--- config.mk ---
export PLATFORM = sky130hd
export DESIGN_NAME = dpcfg_top
export DESIGN_NICKNAME = d
export VERILOG_FILES = /design/src/logic/dpcfg_pkg.sv /design/src/logic/dpcfg_combo_chk.sv /design/src/logic/dpcfg_mod_switch.sv /design/src/logic/dpcfg_top.sv
export SDC_FILE = /design/constraint.sdc
export NUM_CORES = 1
export LEC_CHECK = 0
export ABC_AREA = 1
export ABC_CLOCK_PERIOD_IN_PS = 5540
export CAP_MARGIN = 20
export CELL_PAD_IN_SITES_DETAIL_PLACEMENT = 1
export CELL_PAD_IN_SITES_GLOBAL_PLACEMENT = 1
export CORE_MARGIN = 2
export CORE_UTILIZATION = 48
export DETAILED_ROUTE_END_ITERATION = 6
export DONT_BUFFER_PORTS = 1
export GPL_ROUTABILITY_DRIVEN = 0
export PLACE_DENSITY = 0.93
export SLEW_MARGIN = 20
export SYNTH_ARGS = -nofsm -noshare
export SYNTH_HDL_FRONTEND = slang
export SYNTH_SLANG_ARGS = --single-unit
--- constraint.sdc ---
create_clock -name i_ref_clk -period 5.54 [get_ports i_ref_clk]
set_input_delay 1.108 -clock i_ref_clk [delete_from_list [all_inputs] [get_ports i_ref_clk]]
set_output_delay 1.108 -clock i_ref_clk [all_outputs]
set_load 0.02 [all_outputs]
--- src/logic/dpcfg_pkg.sv ---
// Purpose: Shared constants for the datapath mode configuration bank
// Assumes: Register index times four gives the AXI byte address
// Notes: Indexes are word indexes, not byte addresses
package dpcfg_pkg;
  // ----------------------------------------------------------------
  // Register indexes
  // ----------------------------------------------------------------
  localparam int unsigned ADDR_W = 12;
  localparam logic [9:0] IDX_PAGE = 10'h008;
  localparam logic [9:0] IDX_HOLD = 10'h100;
  localparam logic [9:0] IDX_LINK = 10'h110;
  localparam logic [9:0] IDX_INTERP = 10'h111;
  localparam logic [9:0] IDX_NCO = 10'h112;
  localparam logic [9:0] IDX_IRQ_STAT = 10'h200;
  localparam logic [9:0] IDX_IRQ_MASK = 10'h201;
  // ----------------------------------------------------------------
  // Field positions
  // ----------------------------------------------------------------
  localparam int unsigned HOLD_BIT = 0;
  localparam int unsigned INVALID_BIT = 7;
  localparam int unsigned COMBINE_BIT = 6;
  localparam int unsigned DUAL_BIT = 5;
  localparam int unsigned MAIN_LSB = 4;
  localparam int unsigned SW_LSB = 4;
  localparam int unsigned NCO_EN_BIT = 3;
  localparam int unsigned FRAC_BIT = 2;
  localparam int unsigned SB_BIT = 1;
  localparam int unsigned EV_INVALID = 0;
  localparam int unsigned EV_RELEASE = 1;
  localparam int unsigned NUM_EV = 2;
  // ----------------------------------------------------------------
  // Reset values and AXI response codes
  // ----------------------------------------------------------------
  localparam logic HOLD_RST = 1'b1;
  localparam logic [5:0] LINK_RST = 6'h20;
  localparam logic [3:0] MAIN_RST = 4'h8;
  localparam logic [3:0] CHAN_RST = 4'h4;
  localparam logic [4:0] NCO_RST = 5'h00;
  localparam logic [1:0] PAGE_RST = 2'h1;
  localparam logic [1:0] RESP_OKAY = 2'h0;
  localparam logic [1:0] RESP_SLVERR = 2'h2;
  // ----------------------------------------------------------------
  // Modulator switch modes
  // ----------------------------------------------------------------
  typedef enum logic [1:0] {
    DPCFG_SW_SPLIT = 2'h0,
    DPCFG_SW_SUM_IQ = 2'h1,
    DPCFG_SW_IQ0 = 2'h2,
    DPCFG_SW_SUM_ZERO = 2'h3
  } dpcfg_sw_t;
endpackage : dpcfg_pkg

--- src/logic/dpcfg_combo_chk.sv ---
// Purpose: Flags unsupported link mode and interpolation combinations
// Assumes: Inputs come from registers on the same clock
// Notes: Only the coarse legality checks are modelled here
`timescale 1ns/1ns
module dpcfg_combo_chk #(
  parameter logic [4:0] MAX_MODE = 5'h13
) (
  // Programmed settings
  input wire logic [5:0] i_link_mode,
  input wire logic [3:0] i_main,
  input wire logic [3:0] i_chan,
  // Verdict
  output logic o_bad
);
  logic main_ok;
  logic chan_ok;
  logic mode_ok;
  logic bypass_ok;
  assign main_ok = i_main inside {4'h1, 4'h2, 4'h4, 4'h6, 4'h8, 4'hc};
  assign chan_ok = i_chan inside {4'h1, 4'h2, 4'h3, 4'h4, 4'h6, 4'h8};
  assign mode_ok = i_link_mode[4:0] <= MAX_MODE;
  // A bypassed main path cannot carry channel interpolation
  assign bypass_ok = (i_main != 4'h1) || (i_chan == 4'h1);
  assign o_bad = !(main_ok && chan_ok && mode_ok && bypass_ok);
endmodule : dpcfg_combo_chk

--- src/logic/dpcfg_mod_switch.sv ---
// Purpose: Routes I and Q streams onto the two DAC outputs
// Assumes: Samples are two's complement on the register clock
// Notes: Sums wrap; the caller keeps headroom
`timescale 1ns/1ns
module dpcfg_mod_switch #(
  parameter int unsigned W = 16
) (
  // Clock and reset
  input wire logic i_ref_clk,
  input wire logic i_rst_n,
  // Control
  input wire logic i_hold,
  input wire logic [1:0] i_mode,
  input wire logic i_lower_sb,
  // Samples in
  input wire logic [W-1:0] i_i0,
  input wire logic [W-1:0] i_i1,
  input wire logic [W-1:0] i_q0,
  input wire logic [W-1:0] i_q1,
  // Samples out
  output logic [W-1:0] o_dac0,
  output logic [W-1:0] o_dac1
);
  logic [W-1:0] q0;
  logic [W-1:0] q1;
  logic [W-1:0] sum_i;
  logic [W-1:0] sum_q;
  logic [W-1:0] d0_nxt;
  logic [W-1:0] d1_nxt;
  // Lower sideband flips the spectrum by negating quadrature
  assign q0 = i_lower_sb ? W'(-i_q0) : i_q0;
  assign q1 = i_lower_sb ? W'(-i_q1) : i_q1;
  assign sum_i = W'(i_i0 + i_i1);
  assign sum_q = W'(q0 + q1);
  always_comb begin
    d0_nxt = i_i0;
    d1_nxt = i_i1;
    unique case (dpcfg_pkg::dpcfg_sw_t'(i_mode))
      dpcfg_pkg::DPCFG_SW_SPLIT: begin
        d0_nxt = i_i0;
        d1_nxt = i_i1;
      end
      dpcfg_pkg::DPCFG_SW_SUM_IQ: begin
        d0_nxt = sum_i;
        d1_nxt = sum_q;
      end
      dpcfg_pkg::DPCFG_SW_IQ0: begin
        d0_nxt = i_i0;
        d1_nxt = q0;
      end
      dpcfg_pkg::DPCFG_SW_SUM_ZERO: begin
        d0_nxt = sum_i;
        d1_nxt = '0;
      end
    endcase
  end
  always_ff @(posedge i_ref_clk) begin
    if (!i_rst_n || i_hold) begin
      o_dac0 <= '0;
      o_dac1 <= '0;
    end else begin
      o_dac0 <= d0_nxt;
      o_dac1 <= d1_nxt;
    end
  end
endmodule : dpcfg_mod_switch

--- src/logic/dpcfg_top.sv ---
// Purpose: AXI4-Lite register bank for datapath mode and main NCO setup
// Assumes: Single clock; link sync requests come from same-clock logic
// Notes: Byte address is four times the register index
`timescale 1ns/1ns
module dpcfg_top #(
  parameter int unsigned NP = 2,
  parameter int unsigned W = 16,
  parameter logic [4:0] MAX_MODE = 5'h13
) (
  // Clock and reset
  input wire logic i_ref_clk,
  input wire logic i_rst_n,
  // AXI4-Lite write
  input wire logic i_awvalid,
  output logic o_awready,
  input wire logic [11:0] i_awaddr,
  input wire logic i_wvalid,
  output logic o_wready,
  input wire logic [31:0] i_wdata,
  input wire logic [3:0] i_wstrb,
  output logic o_bvalid,
  input wire logic i_bready,
  output logic [1:0] o_bresp,
  // AXI4-Lite read
  input wire logic i_arvalid,
  output logic o_arready,
  input wire logic [11:0] i_araddr,
  output logic o_rvalid,
  input wire logic i_rready,
  output logic [31:0] o_rdata,
  output logic [1:0] o_rresp,
  // Link sync
  input wire logic [1:0] i_sync_req_n,
  output logic [1:0] o_sync_out_n,
  // Samples
  input wire logic [W-1:0] i_i0,
  input wire logic [W-1:0] i_i1,
  input wire logic [W-1:0] i_q0,
  input wire logic [W-1:0] i_q1,
  output logic [W-1:0] o_dac0,
  output logic [W-1:0] o_dac1,
  // Configuration out
  output logic o_datapath_rst,
  output logic o_link_dual,
  output logic [4:0] o_link_mode_sel,
  output logic [3:0] o_main_interp,
  output logic [3:0] o_chan_interp,
  output logic [NP-1:0] o_nco_en,
  output logic [NP-1:0] o_frac_dds_en,
  output logic [NP-1:0] o_sideband_low,
  output logic [2*NP-1:0] o_switch_mode,
  // Interrupt
  output logic o_irq
);

  // ----------------------------------------------------------------
  // State
  // ----------------------------------------------------------------
  logic aw_have_r, w_have_r, wstrb0_r;
  logic [9:0] aw_idx_r;
  logic [31:0] wdata_r, rdata_r;
  logic bvalid_r, rvalid_r;
  logic [1:0] bresp_r, rresp_r;
  logic hold_r, combine_r, invalid_r;
  logic [5:0] link_r;
  logic [7:0] interp_r;
  logic [1:0] page_r, sync_r;
  logic [4:0] nco_r [NP];
  logic [dpcfg_pkg::NUM_EV-1:0] stat_r, mask_r;
  // ----------------------------------------------------------------
  // Bus decode
  // ----------------------------------------------------------------
  logic wr_go, wr_lo, ar_go;
  logic [9:0] ar_idx;
  logic wr_hold, wr_link, wr_interp, wr_nco;
  logic wr_page, wr_stat, wr_mask;
  logic wr_known, rd_known, combo_bad, hold_nxt;
  logic [4:0] nco_rd;
  logic [7:0] rd_val;
  logic [dpcfg_pkg::NUM_EV-1:0] ev, stat_nxt;
  assign o_awready = !aw_have_r;
  assign o_wready = !w_have_r;
  assign o_arready = !rvalid_r;
  assign wr_go = aw_have_r && w_have_r && !bvalid_r;
  assign wr_lo = wr_go && wstrb0_r;
  assign ar_go = i_arvalid && !rvalid_r;
  assign ar_idx = i_araddr[11:2];
  assign wr_hold = wr_lo && aw_idx_r == dpcfg_pkg::IDX_HOLD;
  assign wr_link = wr_lo && aw_idx_r == dpcfg_pkg::IDX_LINK;
  assign wr_interp = wr_lo && aw_idx_r == dpcfg_pkg::IDX_INTERP;
  assign wr_nco = wr_lo && aw_idx_r == dpcfg_pkg::IDX_NCO;
  assign wr_page = wr_lo && aw_idx_r == dpcfg_pkg::IDX_PAGE;
  assign wr_stat = wr_lo && aw_idx_r == dpcfg_pkg::IDX_IRQ_STAT;
  assign wr_mask = wr_lo && aw_idx_r == dpcfg_pkg::IDX_IRQ_MASK;
  assign wr_known = aw_idx_r inside {dpcfg_pkg::IDX_HOLD,
    dpcfg_pkg::IDX_LINK, dpcfg_pkg::IDX_INTERP, dpcfg_pkg::IDX_NCO,
    dpcfg_pkg::IDX_PAGE, dpcfg_pkg::IDX_IRQ_STAT,
    dpcfg_pkg::IDX_IRQ_MASK};
  assign rd_known = ar_idx inside {dpcfg_pkg::IDX_HOLD,
    dpcfg_pkg::IDX_LINK, dpcfg_pkg::IDX_INTERP, dpcfg_pkg::IDX_NCO,
    dpcfg_pkg::IDX_PAGE, dpcfg_pkg::IDX_IRQ_STAT,
    dpcfg_pkg::IDX_IRQ_MASK};
  // ----------------------------------------------------------------
  // Write channel capture
  // ----------------------------------------------------------------
  always_ff @(posedge i_ref_clk) begin
    if (!i_rst_n) begin
      aw_have_r <= 1'b0;
      w_have_r <= 1'b0;
      aw_idx_r <= '0;
      wdata_r <= '0;
      wstrb0_r <= 1'b0;
      bvalid_r <= 1'b0;
      bresp_r <= dpcfg_pkg::RESP_OKAY;
    end else begin
      if (i_awvalid && !aw_have_r) begin
        aw_have_r <= 1'b1;
        aw_idx_r <= i_awaddr[11:2];
      end else if (wr_go) begin
        aw_have_r <= 1'b0;
      end
      if (i_wvalid && !w_have_r) begin
        w_have_r <= 1'b1;
        wdata_r <= i_wdata;
        wstrb0_r <= i_wstrb[0];
      end else if (wr_go) begin
        w_have_r <= 1'b0;
      end
      if (wr_go) begin
        bvalid_r <= 1'b1;
        bresp_r <= wr_known ? dpcfg_pkg::RESP_OKAY
                            : dpcfg_pkg::RESP_SLVERR;
      end else if (i_bready) begin
        bvalid_r <= 1'b0;
      end
    end
  end
  assign o_bvalid = bvalid_r;
  assign o_bresp = bresp_r;
  // ----------------------------------------------------------------
  // Configuration registers
  // ----------------------------------------------------------------
  // hold release
  assign hold_nxt = wr_hold ? wdata_r[dpcfg_pkg::HOLD_BIT] : hold_r;
  always_ff @(posedge i_ref_clk) begin
    if (!i_rst_n) begin
      hold_r <= dpcfg_pkg::HOLD_RST;
      combine_r <= 1'b0;
      link_r <= dpcfg_pkg::LINK_RST;
      interp_r <= {dpcfg_pkg::MAIN_RST, dpcfg_pkg::CHAN_RST};
      page_r <= dpcfg_pkg::PAGE_RST;
    end else begin
      hold_r <= hold_nxt;
      if (wr_link) begin
        combine_r <= wdata_r[dpcfg_pkg::COMBINE_BIT];
        link_r <= wdata_r[5:0];
      end
      if (wr_interp) begin
        interp_r <= wdata_r[7:0];
      end
      if (wr_page) begin
        page_r <= wdata_r[1:0];
      end
    end
  end
  for (genvar p = 0; p < NP; p++) begin : g_path
    always_ff @(posedge i_ref_clk) begin
      if (!i_rst_n) begin
        nco_r[p] <= dpcfg_pkg::NCO_RST;
      end else if (wr_nco && page_r[p % 2]) begin
        nco_r[p] <= wdata_r[5:1];
      end
    end
    assign o_nco_en[p] = nco_r[p][dpcfg_pkg::NCO_EN_BIT-1];
    assign o_frac_dds_en[p] = nco_r[p][dpcfg_pkg::FRAC_BIT-1];
    assign o_sideband_low[p] = nco_r[p][dpcfg_pkg::SB_BIT-1];
    assign o_switch_mode[2*p+:2] = nco_r[p][4:3];
  end
  // Lowest selected page answers a read
  assign nco_rd = page_r[0] ? nco_r[0] : (page_r[1] ? nco_r[NP-1] : '0);
  // ----------------------------------------------------------------
  // Combination check and interrupts
  // ----------------------------------------------------------------
  dpcfg_combo_chk #(
    .MAX_MODE(MAX_MODE)
  ) u_chk (
    .i_link_mode(link_r),
    .i_main(interp_r[7:4]),
    .i_chan(interp_r[3:0]),
    .o_bad(combo_bad)
  );
  // release after lock is software's duty; event marks it
  assign ev[dpcfg_pkg::EV_INVALID] = combo_bad && !invalid_r;
  assign ev[dpcfg_pkg::EV_RELEASE] = hold_r && !hold_nxt;
  // Set wins over a simultaneous write-one clear
  assign stat_nxt = (stat_r & ~(wr_stat ? wdata_r[1:0] : 2'h0)) | ev;
  always_ff @(posedge i_ref_clk) begin
    if (!i_rst_n) begin
      invalid_r <= 1'b0;
      stat_r <= '0;
      mask_r <= '0;
    end else begin
      invalid_r <= combo_bad;
      stat_r <= stat_nxt;
      if (wr_mask) begin
        mask_r <= wdata_r[1:0];
      end
    end
  end
  assign o_irq = |(stat_r & mask_r);
  // ----------------------------------------------------------------
  // Read path
  // ----------------------------------------------------------------
  always_comb begin
    rd_val = 8'h00;
    unique case (ar_idx)
      dpcfg_pkg::IDX_HOLD: rd_val = {7'h00, hold_r};
      dpcfg_pkg::IDX_LINK: rd_val = {invalid_r, combine_r, link_r};
      dpcfg_pkg::IDX_INTERP: rd_val = interp_r;
      dpcfg_pkg::IDX_NCO: rd_val = {2'h0, nco_rd, 1'b0};
      dpcfg_pkg::IDX_PAGE: rd_val = {6'h00, page_r};
      dpcfg_pkg::IDX_IRQ_STAT: rd_val = {6'h00, stat_r};
      dpcfg_pkg::IDX_IRQ_MASK: rd_val = {6'h00, mask_r};
      default: rd_val = 8'h00;
    endcase
  end
  always_ff @(posedge i_ref_clk) begin
    if (!i_rst_n) begin
      rvalid_r <= 1'b0;
      rdata_r <= '0;
      rresp_r <= dpcfg_pkg::RESP_OKAY;
    end else if (ar_go) begin
      rvalid_r <= 1'b1;
      rdata_r <= {24'h000000, rd_val};
      rresp_r <= rd_known ? dpcfg_pkg::RESP_OKAY
                          : dpcfg_pkg::RESP_SLVERR;
    end else if (i_rready) begin
      rvalid_r <= 1'b0;
    end
  end
  assign o_rvalid = rvalid_r;
  assign o_rdata = rdata_r;
  assign o_rresp = rresp_r;
  // ----------------------------------------------------------------
  // Link and datapath outputs
  // ----------------------------------------------------------------
  always_ff @(posedge i_ref_clk) begin
    if (!i_rst_n) begin
      sync_r <= 2'h3;
    end else if (combine_r && link_r[dpcfg_pkg::DUAL_BIT]) begin
      sync_r <= {2{&i_sync_req_n}};
    end else begin
      sync_r <= i_sync_req_n;
    end
  end
  assign o_sync_out_n = sync_r;
  assign o_datapath_rst = hold_r;
  assign o_link_dual = link_r[dpcfg_pkg::DUAL_BIT];
  assign o_link_mode_sel = link_r[4:0];
  assign o_main_interp = interp_r[7:4];
  assign o_chan_interp = interp_r[3:0];
  dpcfg_mod_switch #(
    .W(W)
  ) u_sw (
    .i_ref_clk(i_ref_clk),
    .i_rst_n(i_rst_n),
    .i_hold(hold_r),
    .i_mode(nco_r[0][4:3]),
    .i_lower_sb(nco_r[0][0]),
    .i_i0(i_i0),
    .i_i1(i_i1),
    .i_q0(i_q0),
    .i_q1(i_q1),
    .o_dac0(o_dac0),
    .o_dac1(o_dac1)
  );
endmodule : dpcfg_top

==> metrics.md, run 1 <==
| Metric | Value |
|---|---|
| Status | `complete, no violations` |
| Boundary pin count | `234` |
| DRT Wirelength | `21400 um` |
| Fill count | `1848` |
| Post-synthesis register bit count | `100` |
| DR iter-0 viols | `187` |
| GR Util All Layers | `28.4%` |
| Synth Warn # | `0` |
| Initial antenna violation count | `0` |
| Antenna diodes | `0` |
| Pleak | `3.24 nW` |
| Final setup TNS | `0 ns` |
| Worst-Margin Slew | `1.00 ns` |
| Clock-pin slew on the worst setup and hold paths | `0.07 ns` |
| First-pass GRT wire length | `33400 um` |
| Final slew viol count | `0` |
| Die height | `123 um` |
| CORE AREA | `0.0139 mm^2` |
| DIE AREA | `0.0152 mm^2` |
| Startpoint types | `input port` |
| Main area contributors after synthesis | `dfxtp_1 26%, nand2_1 10%, inv_1 6.8%` |
| Pre-CTS setup slack | `1.72 ns` |
| Largest net degree at the start of global routing | `50` |
| Std-Cell Rows | `43` |
| Final HPWL DP | `16800 um` |
| Syn Area/Cell | `6.97 um^2` |
| Crit-path max cell delay | `0.34 ns` |
| Via/cell ratio | `5.62` |
| CP delay by family, top | `simple AND/OR/NAND/NOR gates` |
| Effective utilization at floorplan | `49.2%` |
| Synth top area share | `26.3%` |
| F_max | `287 MHz` |
| Worst-path cell chain | `inv_1 > ha_1 > nand2_1 > nor2_1 > nand2_1 > nor3_1 > nand2_1 > nand2_1 > o21ai_0 > xor2_1 > ha_1 > nand2_1 > inv_1 > a21boi_0 > nand2_1 > a21oi_1 > nand3_1 > nand3_1 > a21oi_1` |
| Post-synthesis cell area | `0.00685 mm^2` |
| # hold bufs at CTS | `0` |
| TritonCTS clock tree | `done` |
| Vias in the first global route | `6838` |
| Post-synth EDFFs | `10` |
| DRC Markers | `0` |
| RSZ-0062 raised after global routing | `no` |
| Count of final setup violators | `0` |
| Worst slew margin | `32.9%` |
| Post-synth top cells | `182 x nand2_1, 125 x inv_1, 111 x nor2_1` |
| Max cap viols | `0` |
| Critical path's slowest cell | `ha_1` |
| R2r setup slk | `2.43 ns` |
| Seq/Total Area, Yosys | `30.7%` |
| CTS root buffer | `clkbuf_16` |
| Max VDD drop | `0.241 mV` |
| Hold path cells | `2` |
| WP buf/inv | `2` |
| R2r startpoint | `nco_r[0][0]` |
| Layout Nets | `1136` |
| Post-DR wirelength/cell | `18.6 um` |
| Worst clock skew | `0.00479 ns` |
| Most frequent cell after synthesis | `nand2_1` |
| Post-synth ARST share | `0%` |
| Clock sinks | `100` |
| Post-route worst setup slack | `2.06 ns` |
| Clock latency on the worst-skew pair | `0.36 ns` |
| Most common cell on crit path | `nand2_1` |
| DR pass1 iterations | `4` |
| Setup crit end kind | `flip-flop` |
| Post-synthesis cell count | `983` |
| Unique masters post-synth | `55` |
| Worst EP required | `5.75 ns` |
| Hold Path Sink | `aw_idx_r[7]` |
| Post-CTS Setup Bufs | `0` |
| Post-cts sizing count | `0` |
| Hold path startpoint | `aw_idx_r[7]` |
| Worst EP arrival | `3.69 ns` |
| Tmin final | `3.48 ns` |
| Syn-to-layout area delta | `3.89%` |
| Power Density | `251 mW/mm^2` |
| Worst R2R Path Depth | `13` |
| Via count | `6480` |
| Crit share post-route | `62.8%` |
| Total CTS buffers | `9` |
| Reg2reg end | `u_sw.o_dac1[13]` |
| Layout cells sized above 1 | `7.29%` |
| Die X | `123 um` |
| I/O Buffers | `0` |
| HP Class | `flip-flop to flip-flop` |
| Final Hold Fails | `0` |
| Antenna viol nets, final | `0` |
| Clock Tree Buf Depth | `2` |
| CP Launch Point | `i_q1[0]` |
| Grt total ovfl | `0` |
| Main flop type after synthesis | `dfxtp_1` |
| H-Tree Depth | `3` |
| Leading area contributor after synthesis | `dfxtp_1` |
| Top fanout value on the critical path | `3` |
| Kind of critical path | `input port to flip-flop` |
[how the worst max path moves through the flow]
stage	end	slack, ns	cells past startpoint
2_1_floorplan	u_sw.o_dac1[15]	2.26	18
3_3_place_gp	u_sw.o_dac1[15]	1.85	19
3_5_place_dp	u_sw.o_dac1[15]	1.72	19
4_1_cts	u_sw.o_dac1[15]	2.10	19
5_1_grt	u_sw.o_dac1[15]	1.76	19
6_report	u_sw.o_dac1[15]	2.06	19
[report_power, final]
part / total [mW] / internal (mW) / switching, mW
combinational: 0.390 / 0.127 / 0.263
sequential: 0.769 / 0.748 / 0.0211
clock: 0.628 / 0.313 / 0.315
total: 1.79 / 1.19 / 0.599
[worst min-delay path, delay by kind of cell (launching register included)]
family	cells	cell delay (ns)
AO/OA/AOI/OAI	1	0.06
buffers and inverters	1	0.07
flip-flops	1	0.30
[flip-flops by register name (all words and copies together), names as in the netlist, 2 cells and up]
name,flops
aw_idx_r,10
interp_r,8
o_rdata,8
u_sw.o_dac1,16
stat_r,2
mask_r,2
page_r,2
nco_r,10
o_sync_out_n,2
u_sw.o_dac0,16
wdata_r,8
link_r,6
[kinds of logic (layout without fill, tap and decap cells)]
kind of cell             Yosys count  count (layout)  share of synthesized area (%)
AO/OA/AOI/OAI                    224             224                           19.0
XOR/XNOR                          38              38                           4.97
adder cells (fa/ha/maj)           34              34                           6.43
buffers and inverters            185             151                           12.4
flip-flops                       100             100                           30.7
other                              1              26                         0.0547
AND/OR/NAND/NOR                  401             401                           26.4
[layout make-up]
cell class	count	area, um^2	area share (%)
Tap cell	180	225	3.16
Inverter	133	499	7.01
Sequential cell	100	2100	29.5
Multi-Input combinational cell	723	3990	56.1
Clock inverter	7	57.6	0.809
Timing Repair Buffer	2	15.0	0.211
Clock buffer	9	225	3.16
[layout by cell type, fill, tap and decap left out, types with 9 or more instances in the layout]
cell type  instances
edfxtp_1          10
conb_1            26
clkbuf_16          9
xnor2_1           10
ha_1              32
nand3_1           47
o21ai_0           68
nand2_1          182
nand2_2           11
xor2_1            27
nand4_1            9
a21oi_1           84
dfxtp_1           90
inv_1            125
nor2_1           111
nor3_1             9
[per-layer routing]
| layer | vias up | wire, um | GRT usage (%) |
|---|---|---|---|
| met3 | 54 | 1460 | 8.49 |
| met1 | 3069 | 8050 | 29.0 |
| li1 | 3157 | - | - |
| met2 | 200 | 11200 | 53.3 |
| met4 | 0 | 729 | 12.0 |
| met5 | - | 0 | 0 |
[metrics by stage]
| step | std cells | area, um^2 | hold WS (ns) | power [mW] | util [%] |
|---|---|---|---|---|---|
| after floorplan | 1008 | 6940 | 0.437 | 1.10 | - |
| after global routing | 1154 | 7120 | 0.522 | 1.87 | 51.1 |
| after CTS | 1154 | 7120 | 0.480 | 1.79 | 51.1 |
| after global placement | 1138 | 6830 | 0.464 | 1.15 | 49.0 |
| final | 1154 | 7120 | 0.477 | 1.79 | 51.1 |
| after detailed placement | 1138 | 6830 | 0.470 | 1.17 | 49.0 |
(Power assumes the default switching activity.)
==> inputs of run 2 (changes only) <==
--- a/config.mk
+++ b/config.mk
@@ -5,17 +5,17 @@
 export SDC_FILE = /design/constraint.sdc
 export NUM_CORES = 1
 export LEC_CHECK = 0
-export ABC_AREA = 1
-export ABC_CLOCK_PERIOD_IN_PS = 5540
+export ABC_AREA = 0
+export ABC_CLOCK_PERIOD_IN_PS = 2900
 export CAP_MARGIN = 20
 export CELL_PAD_IN_SITES_DETAIL_PLACEMENT = 1
 export CELL_PAD_IN_SITES_GLOBAL_PLACEMENT = 1
 export CORE_MARGIN = 2
-export CORE_UTILIZATION = 48
+export CORE_UTILIZATION = 42
 export DETAILED_ROUTE_END_ITERATION = 6
 export DONT_BUFFER_PORTS = 1
 export GPL_ROUTABILITY_DRIVEN = 0
-export PLACE_DENSITY = 0.93
+export PLACE_DENSITY = 0.84
 export SLEW_MARGIN = 20
 export SYNTH_ARGS = -nofsm -noshare
 export SYNTH_HDL_FRONTEND = slang
==> constraint.sdc (replaced) <==
create_clock -name i_ref_clk -period 2.9 [get_ports i_ref_clk]
set_input_delay 0.58 -clock i_ref_clk [delete_from_list [all_inputs] [get_ports i_ref_clk]]
set_output_delay 0.58 -clock i_ref_clk [all_outputs]
set_load 0.02 [all_outputs]
==> metrics.md, run 2 <==
| Metric | Value |
|---|---|
| Clock power frac | `34.2% (-0.9 points)` |
| # hold bufs at CTS | `0 (unchanged)` |
| Pleak | `2.87 nW (-12%)` |
| Post-synthesis cell count | `799 (-19%)` |
| Grt peak-use layer | `met2` |
| Synth Warn # | `0 (unchanged)` |
| Post-synthesis register bit count | `100 (unchanged)` |
| Antenna diodes | `0 (unchanged)` |
| HP Class | `input port to flip-flop` |
| Syn Area/Cell | `8.17 um^2 (+17%)` |
| Final core occ | `48.3% (-2.8 points)` |
| Via/cell ratio | `5.75 (+2.4%)` |
| Leading area contributor after synthesis | `dfxtp_1` |
| Layout cells sized above 1 | `11.4% (+4.1 points)` |
| CORE AREA | `0.0152 mm^2 (+9.1%)` |
| Final HPWL DP | `16000 um (-5.1%)` |
| Clock latency on the worst-skew pair | `0.36 ns (about the same)` |
| Worst slew margin | `58.4% (+26 points)` |
| Std-Cell Rows | `45 (+4.7%)` |
| Worst hold margin | `0.293 ns (-0.184 ns)` |
| Post-Synth Adder-Cell Area | `6.90% (+0.47 points)` |
| Met1 GRT Util | `25.2% (-3.8 points)` |
| Clock-pin slew on the worst setup and hold paths | `0.07 ns (about the same)` |
| Most frequent cells in the layout | `108 x nand2_1, 90 x dfxtp_1, 76 x nor2_1` |
| Worst-path cell chain | `nor3_2 > nand2_1 > or2_2 > o41ai_2 > xnor2_1 > ha_1 > and4_1 > a21oi_1 > o21ai_0 > a21oi_2 > buf_4 > xnor2_1 > a2bb2oi_1 > nor2_1` |
| Int Power | `2.42 mW (+100%)` |
| Effective utilization at floorplan | `42.9% (-6.2 points)` |
| Unique masters post-synth | `70 (+27%)` |
| Setup crit end kind | `flip-flop` |
| Mux share of post-synthesis cell area | `5.54% (+5.5 points)` |
| Antenna viol nets, final | `0 (unchanged)` |
| Die X | `129 um (+4.2%)` |
| Critical path's slowest cell | `ha_1` |
| Final Hold Fails | `0 (unchanged)` |
| Power Density | `471 mW/mm^2 (+88%)` |
| Total CTS buffers | `9 (unchanged)` |
| Syn-to-layout area delta | `12.4%` |
| Post-route worst setup slack | `0.134 ns (-1.92 ns)` |
| Tot Pwr | `3.46 mW (+93%)` |
| GR Util All Layers | `23.8% (-4.6 points)` |
| Synth top area share | `27.6% (+1.3 points)` |
| Synth Area in Simple Gates | `22.0% (-4.5 points)` |
| Worst-Margin Slew | `0.623 ns (-0.380 ns)` |
| Initial antenna violation count | `0 (unchanged)` |
| Crit-path max cell delay | `0.34 ns (about the same)` |
| Boundary pin count | `234 (unchanged)` |
| I/O Buffers | `0 (unchanged)` |
| Most common cell on crit path | `xnor2_1` |
| Max VDD drop | `0.451 mV (+87%)` |
| Most frequent cell after synthesis | `nand2_1` |
| Status | `complete, no violations` |
| DP Area | `0.00701 mm^2 (+2.5%)` |
| Dpl cells | `1013 (-11%)` |
| Final setup TNS | `0 ns (unchanged)` |
| TritonCTS clock tree | `done` |
| Max cap viols | `0 (unchanged)` |
| Worst clock skew | `0.00692 ns (+0.00213 ns)` |
| Post-Layout Cell Count | `1032 (-11%)` |
| Largest net degree at the start of global routing | `64 (+28%)` |
| Clock sinks | `100 (unchanged)` |
| Post-synth ARST share | `0% (unchanged)` |
| H-Tree Depth | `3 (unchanged)` |
| GR Util met2 | `43.4% (-9.8 points)` |
| Main area contributors after synthesis | `dfxtp_1 28%, nand2_1 6.2%, ha_1 6.1%` |
| Count of final setup violators | `0 (unchanged)` |
| Commonest non-fill, non-tap cell in the layout | `nand2_1` |
| Vias in the first global route | `6091 (-11%)` |
| CP delay by family, top | `simple AND/OR/NAND/NOR gates` |
| Worst EP required | `3.15 ns (-2.60 ns)` |
| Layout Nets | `1006 (-11%)` |
| DRT Wirelength | `19900 um (-7.0%)` |
| Via count | `5936 (-8.4%)` |
| First-pass GRT wire length | `30800 um (-7.9%)` |
| CTS root buffer | `clkbuf_16` |
| Seq pwr share | `42.4% (-0.6 points)` |
| Top fanout value on the critical path | `3 (unchanged)` |
| Synth Area in Compound Gates | `19.9% (+0.89 points)` |
| Pre-CTS setup slack | `-0.310 ns (-2.03 ns)` |
| Final slew viol count | `0 (unchanged)` |
| WP buf/inv | `1 (-1)` |
| Post-synth top cells | `108 x nand2_1, 90 x dfxtp_1, 76 x nor2_1` |
| Post-synthesis cell area | `0.00653 mm^2 (-4.7%)` |
| Worst EP arrival | `3.01 ns (-0.68 ns)` |
| DRC Markers | `0 (unchanged)` |
| Main combinational cell family by area after synthesis | `simple AND/OR/NAND/NOR gates` |
| Post-synth EDFFs | `10 (unchanged)` |
| Tmin final | `2.77 ns` |
| GR met3 Demand/Resource | `9.56% (+1.1 points)` |
| DR iter-0 viols | `227 (+21%)` |
| Clock Tree Buf Depth | `2 (unchanged)` |
| Crit share post-route | `95.4%` |
| Net Sw Power | `1.04 mW (+73%)` |
| Kind of critical path | `input port to flip-flop` |
| Comb power frac | `23.4% (+1.6 points)` |
| Die height | `129 um (+4.2%)` |
| Post-DR wirelength/cell | `19.3 um (+3.9%)` |
| Startpoint types | `input port` |
| Grt total ovfl | `0 (unchanged)` |
| Switch share | `30.1% (-3.5 points)` |
| Seq/Total Area, Yosys | `32.2% (+1.5 points)` |
| DR pass1 iterations | `4 (unchanged)` |
| F_max | `362 MHz` |
| Largest regs | `u_sw.o_dac0: 16 flops, u_sw.o_dac1: 16 flops` |
| Main flop type after synthesis | `dfxtp_1` |
| Final Cell Area | `0.00734 mm^2 (+3.1%)` |
| DIE AREA | `0.0165 mm^2 (+8.6%)` |
| Post-Synth XOR/XNOR Area | `6.83% (+1.9 points)` |
[run 2: path summary, 6_finish.rpt]
| check | startpoint | endpoint | slack [ns] | cells after the start |
|---|---|---|---|---|
| max | i_q1[3] | u_sw.o_dac1[10] | 0.13 | 14 |
| min | i_rst_n | o_datapath_rst | 0.29 | 1 |
| max reg2reg | nco_r[0][0] | u_sw.o_dac1[11] | 0.17 | 10 |
| min reg2reg | wdata_r[7] | wdata_r[7] | 0.47 | 2 |
[run 2: kinds of logic (layout without fill, tap and decap cells)]
kind of cell / after synthesis / count (layout)
AND/OR/NAND/NOR: 302 / 302
AO/OA/AOI/OAI: 189 / 189
flip-flops: 100 / 100
buffers and inverters: 86 / 106
XOR/XNOR: 50 / 50
multiplexers: 36 / 36
adder cells (fa/ha/maj): 35 / 35
other: 1 / 26
[run 2: what timing repair did]
action	CTS	global route
endpoints found under the setup margin	0	8
hold endpoints to repair	0	0
setup buffers	0	3
resized for setup	0	8
[run 2: power groups by stage]
stage / logic, mW / registers, mW / clock network (mW)
2_1_floorplan: 0.602 / 1.48 / 0
3_3_place_gp: 0.759 / 1.50 / 0
3_5_place_dp: 0.788 / 1.50 / 0
4_1_cts: 0.796 / 1.47 / 1.22
5_1_grt: 0.890 / 1.47 / 1.28
6_report: 0.808 / 1.47 / 1.18
[run 2: per-layer routing]
metal  part of all wire [%]  wire (um)  vias up
li1                       -          -     2842
met1                     38       7580     2880
met2                     51      10100      183
met3                    8.6       1720       31
met4                    2.4        484        0
met5                      0          0        -
[run 2: layout make-up]
cell class                 instances  area (um^2)
clock inverter                     6         46.3
multi-input combinational        638         4150
sequential                       100         2100
timing repair buffer              60          454
tap                              188          235
clock buffer                      10          239
inverter                          30          113
fill                            1880         7870
[run 2: worst register-to-register path, cell delays in order, from the launching register on]
cell	delay, ns
edfxtp_1	0.49
o21ai_0	0.35
buf_4	0.19
ha_1	0.24
a211oi_1	0.31
o21ai_1	0.20
a311oi_2	0.35
buf_4	0.17
xnor2_1	0.06
a21oi_1	0.17
nor2_1	0.07
==> inputs of run 3 (changes only) <==
--- a/config.mk
+++ b/config.mk
@@ -19,4 +19,5 @@
 export SLEW_MARGIN = 20
 export SYNTH_ARGS = -nofsm -noshare
 export SYNTH_HDL_FRONTEND = slang
+export SYNTH_HIERARCHICAL = 1
 export SYNTH_SLANG_ARGS = --single-unit
==> metrics.md, run 3 <==
| Metric | Value |
|---|---|
| Status | `finished, violations left` |
| Failing checks | `setup timing` |
| Std-Cell Rows | `45 (unchanged)` |
| Hold path cells | `1 (unchanged)` |
| F_max | `339 MHz (-6.1%)` |
| Die X | `128 um (-0.50%)` |
| Grt total ovfl | `0 (unchanged)` |
| H-Tree Depth | `3 (unchanged)` |
| Total CTS buffers | `9 (unchanged)` |
| Worst EP required | `3.13 ns (-0.02 ns)` |
| Post-DR wirelength/cell | `19.8 um (+2.6%)` |
| Boundary pin count | `234 (unchanged)` |
| Die height | `128 um (-0.50%)` |
| Max cap viols | `0 (unchanged)` |
| RSZ-0062 raised after global routing | `yes` |
| Final setup TNS | `-0.0631 ns (-0.0631 ns)` |
| Fill count | `1836 (-2.3%)` |
| R2r setup slk | `0.11 ns (-0.06 ns)` |
| Post-synth top cells | `91 x nand2_1, 90 x dfxtp_1, 65 x a21oi_1` |
| Synth Area in Simple Gates | `21.8% (-0.20 points)` |
| Effective utilization at floorplan | `42.8% (-0.13 points)` |
| Critical path's slowest cell | `or3_1` |
| Crit-path max cell delay | `0.33 ns (about the same)` |
| Worst R2R Path Depth | `13 (+3)` |
| Power Density | `484 mW/mm^2 (+2.7%)` |
| # hold bufs at CTS | `0 (unchanged)` |
| Syn-to-layout area delta | `14.5%` |
| Top fanout value on the critical path | `4 (+1)` |
| TritonCTS clock tree | `done` |
| DRT Wirelength | `20000 um (+0.60%)` |
| I/O Buffers | `0 (unchanged)` |
| Worst-Margin Slew | `0.834 ns (+0.211 ns)` |
| Main combinational cell family by area after synthesis | `simple AND/OR/NAND/NOR gates` |
| Antenna diodes | `0 (unchanged)` |
| GR Util All Layers | `23.4% (-0.38 points)` |
| Most frequent cells in the layout | `90 x nand2_1, 90 x dfxtp_1, 65 x a21oi_1` |
| Max VDD drop | `0.453 mV (+0.52%)` |
| Startpoint types | `input port` |
| Vias in the first global route | `5959 (-2.2%)` |
| Reg2reg end | `u_sw/o_dac1[15]` |
| DR iter-0 viols | `227 (unchanged)` |
| Post-synthesis cell area | `0.00646 mm^2 (-1.0%)` |
| Mux share of post-synthesis cell area | `7.44% (+1.9 points)` |
| Main flop type after synthesis | `dfxtp_1` |
| Post-route worst setup slack | `-0.0464 ns (-0.181 ns)` |
| Final Hold Fails | `0 (unchanged)` |
| Final slew viol count | `0 (unchanged)` |
| Unique masters post-synth | `70 (unchanged)` |
| Post-synthesis cell count | `772 (-3.4%)` |
| Setup crit end kind | `flip-flop` |
| Clock Tree Buf Depth | `2 (unchanged)` |
| Layout cells sized above 1 | `14.7% (+3.3 points)` |
| Largest regs | `u_sw/o_dac0: 16 flops, u_sw/o_dac1: 16 flops` |
| DR pass1 iterations | `4 (unchanged)` |
| CORE AREA | `0.0151 mm^2 (-0.74%)` |
| Worst-path cell chain | `inv_1 > ha_1 > nand2b_1 > or2_4 > or3_1 > o31ai_2 > xnor2_1 > ha_1 > a21oi_1 > nor2b_1 > o21ai_1 > nand2b_1 > a31oi_1 > xnor2_1 > o22ai_1` |
| R2r startpoint | `nco_r[0][0]` |
| HP Class | `input port to flip-flop` |
| Crit share post-route | `102% (+6.2 points)` |
| Post-synthesis register bit count | `100 (unchanged)` |
| Synth Area in Compound Gates | `18.5% (-1.4 points)` |
| Final HPWL DP | `15500 um (-3.4%)` |
| Synth Warn # | `6 (+6)` |
| Count of final setup violators | `3 (+3)` |
| Via count | `5852 (-1.4%)` |
| Post-synth ARST share | `0% (unchanged)` |
| Tmin final | `2.95 ns (+0.181 ns)` |
| Kind of critical path | `input port to flip-flop` |
| Most frequent cell after synthesis | `nand2_1` |
| Synth top area share | `27.9% (+0.29 points)` |
| Clock sinks | `100 (unchanged)` |
| DIE AREA | `0.0164 mm^2 (-1.0%)` |
| Clock-pin slew on the worst setup and hold paths | `0.07 ns (about the same)` |
| Worst hold margin | `0.296 ns (+0.00277 ns)` |
| CTS root buffer | `clkbuf_16` |
| Initial antenna violation count | `0 (unchanged)` |
| Hold path startpoint | `i_rst_n` |
| Hold Path Sink | `o_datapath_rst` |
| Largest net degree at the start of global routing | `46 (-28%)` |
| Seq/Total Area, Yosys | `32.6% (+0.34 points)` |
| Syn Area/Cell | `8.36 um^2 (+2.4%)` |
| First-pass GRT wire length | `30200 um (-2.0%)` |
| Worst EP arrival | `3.18 ns (+0.17 ns)` |
| DRC Markers | `0 (unchanged)` |
| Antenna viol nets, final | `0 (unchanged)` |
| Via/cell ratio | `5.78 (+0.53%)` |
| Main area contributors after synthesis | `dfxtp_1 28%, ha_1 6.2%, mux2i_1 6.0%` |
| Worst slew margin | `44.3% (-14 points)` |
| Post-Synth Adder-Cell Area | `6.98% (+0.072 points)` |
| Leading area contributor after synthesis | `dfxtp_1` |
| Post-Synth XOR/XNOR Area | `6.65% (-0.18 points)` |
| Pleak | `2.98 nW (+4.0%)` |
| Clock latency on the worst-skew pair | `0.35 ns (about the same)` |
| Post-synth EDFFs | `10 (unchanged)` |
| Worst clock skew | `0.00910 ns (+0.00217 ns)` |
| Layout Nets | `986 (-2.0%)` |
run 3: power breakdown:
part | switching, mW | total (mW) | leakage (nW) | internal (mW)
Clock | 0.583 | 1.26 | 0.154 | 0.674
Combinational | 0.453 | 0.852 | 1.99 | 0.399
Sequential | 0.0469 | 1.47 | 0.833 | 1.42
run 3: routing by layer:
metal / track usage [%] / part of all wire, % / vias up
met5: 0 / 0 / -
met4: 7.05 / 2.8 / 0
met3: 7.80 / 7.4 / 41
met2: 44.1 / 52 / 174
met1: 24.7 / 37 / 2832
li1: - / - / 2805
run 3: worst max-delay path: cells and delay by family:
| kind | cells | cell delay, ns |
|---|---|---|
| buffers and inverters | 1 | 0.09 |
| AOI/OAI and AO/OA | 5 | 0.81 |
| adders and majority gates | 2 | 0.49 |
| and+or+nand+nor | 5 | 0.86 |
| xor gates and xnor gates | 2 | 0.35 |
run 3: kinds of logic after synthesis:
family / count (synthesis)
AO/OA/AOI/OAI: 193
XOR/XNOR: 49
adder cells (fa/ha/maj): 35
buffers and inverters: 75
flip-flops: 100
multiplexers: 47
other: 1
AND/OR/NAND/NOR: 272
run 3: how the worst max path moves through the flow:
stage          cells past startpoint         endpoint    start  slack [ns]
5_1_grt                           15  u_sw/o_dac1[15]  i_q0[0]       -0.17
3_3_place_gp                      13  u_sw/o_dac1[15]  i_q0[3]       -0.28
2_1_floorplan                     13  u_sw/o_dac1[15]  i_q0[3]       -0.17
6_report                          15  u_sw/o_dac1[15]  i_q0[0]       -0.05
3_5_place_dp                      13  u_sw/o_dac1[15]  i_q0[3]       -0.31
4_1_cts                           12  u_sw/o_dac1[15]  i_q0[3]        0.04
run 3: cell type report:
class / instances / area [um^2] / area share [%]
Clock buffer: 11 / 264 / 3.57
Clock inverter: 5 / 46.3 / 0.626
Inverter: 24 / 90.1 / 1.22
Multi-Input combinational cell: 622 / 4170 / 56.4
Sequential cell: 100 / 2100 / 28.4
Tap cell: 188 / 235 / 3.18
Timing Repair Buffer: 62 / 485 / 6.56
run 3: timing repair:
action,4_1_cts,5_1_grt
endpoints found under the setup margin,0,7
gates resized for setup,0,14
setup buffers,0,1
run 3: stage by stage:
stage / utilization, % / setup slack [ns] / cells / power, mW / instance area, um^2
5_1_grt: 49.0 / -0.167 / 1012 / 3.75 / 7400
3_3_place_gp: 46.4 / -0.282 / 995 / 2.28 / 7000
3_5_place_dp: 46.4 / -0.306 / 995 / 2.31 / 7000
6_report: 49.0 / -0.0464 / 1012 / 3.58 / 7400
2_1_floorplan: - / -0.167 / 797 / 2.08 / 6600
4_1_cts: 48.4 / 0.0354 / 1011 / 3.57 / 7310
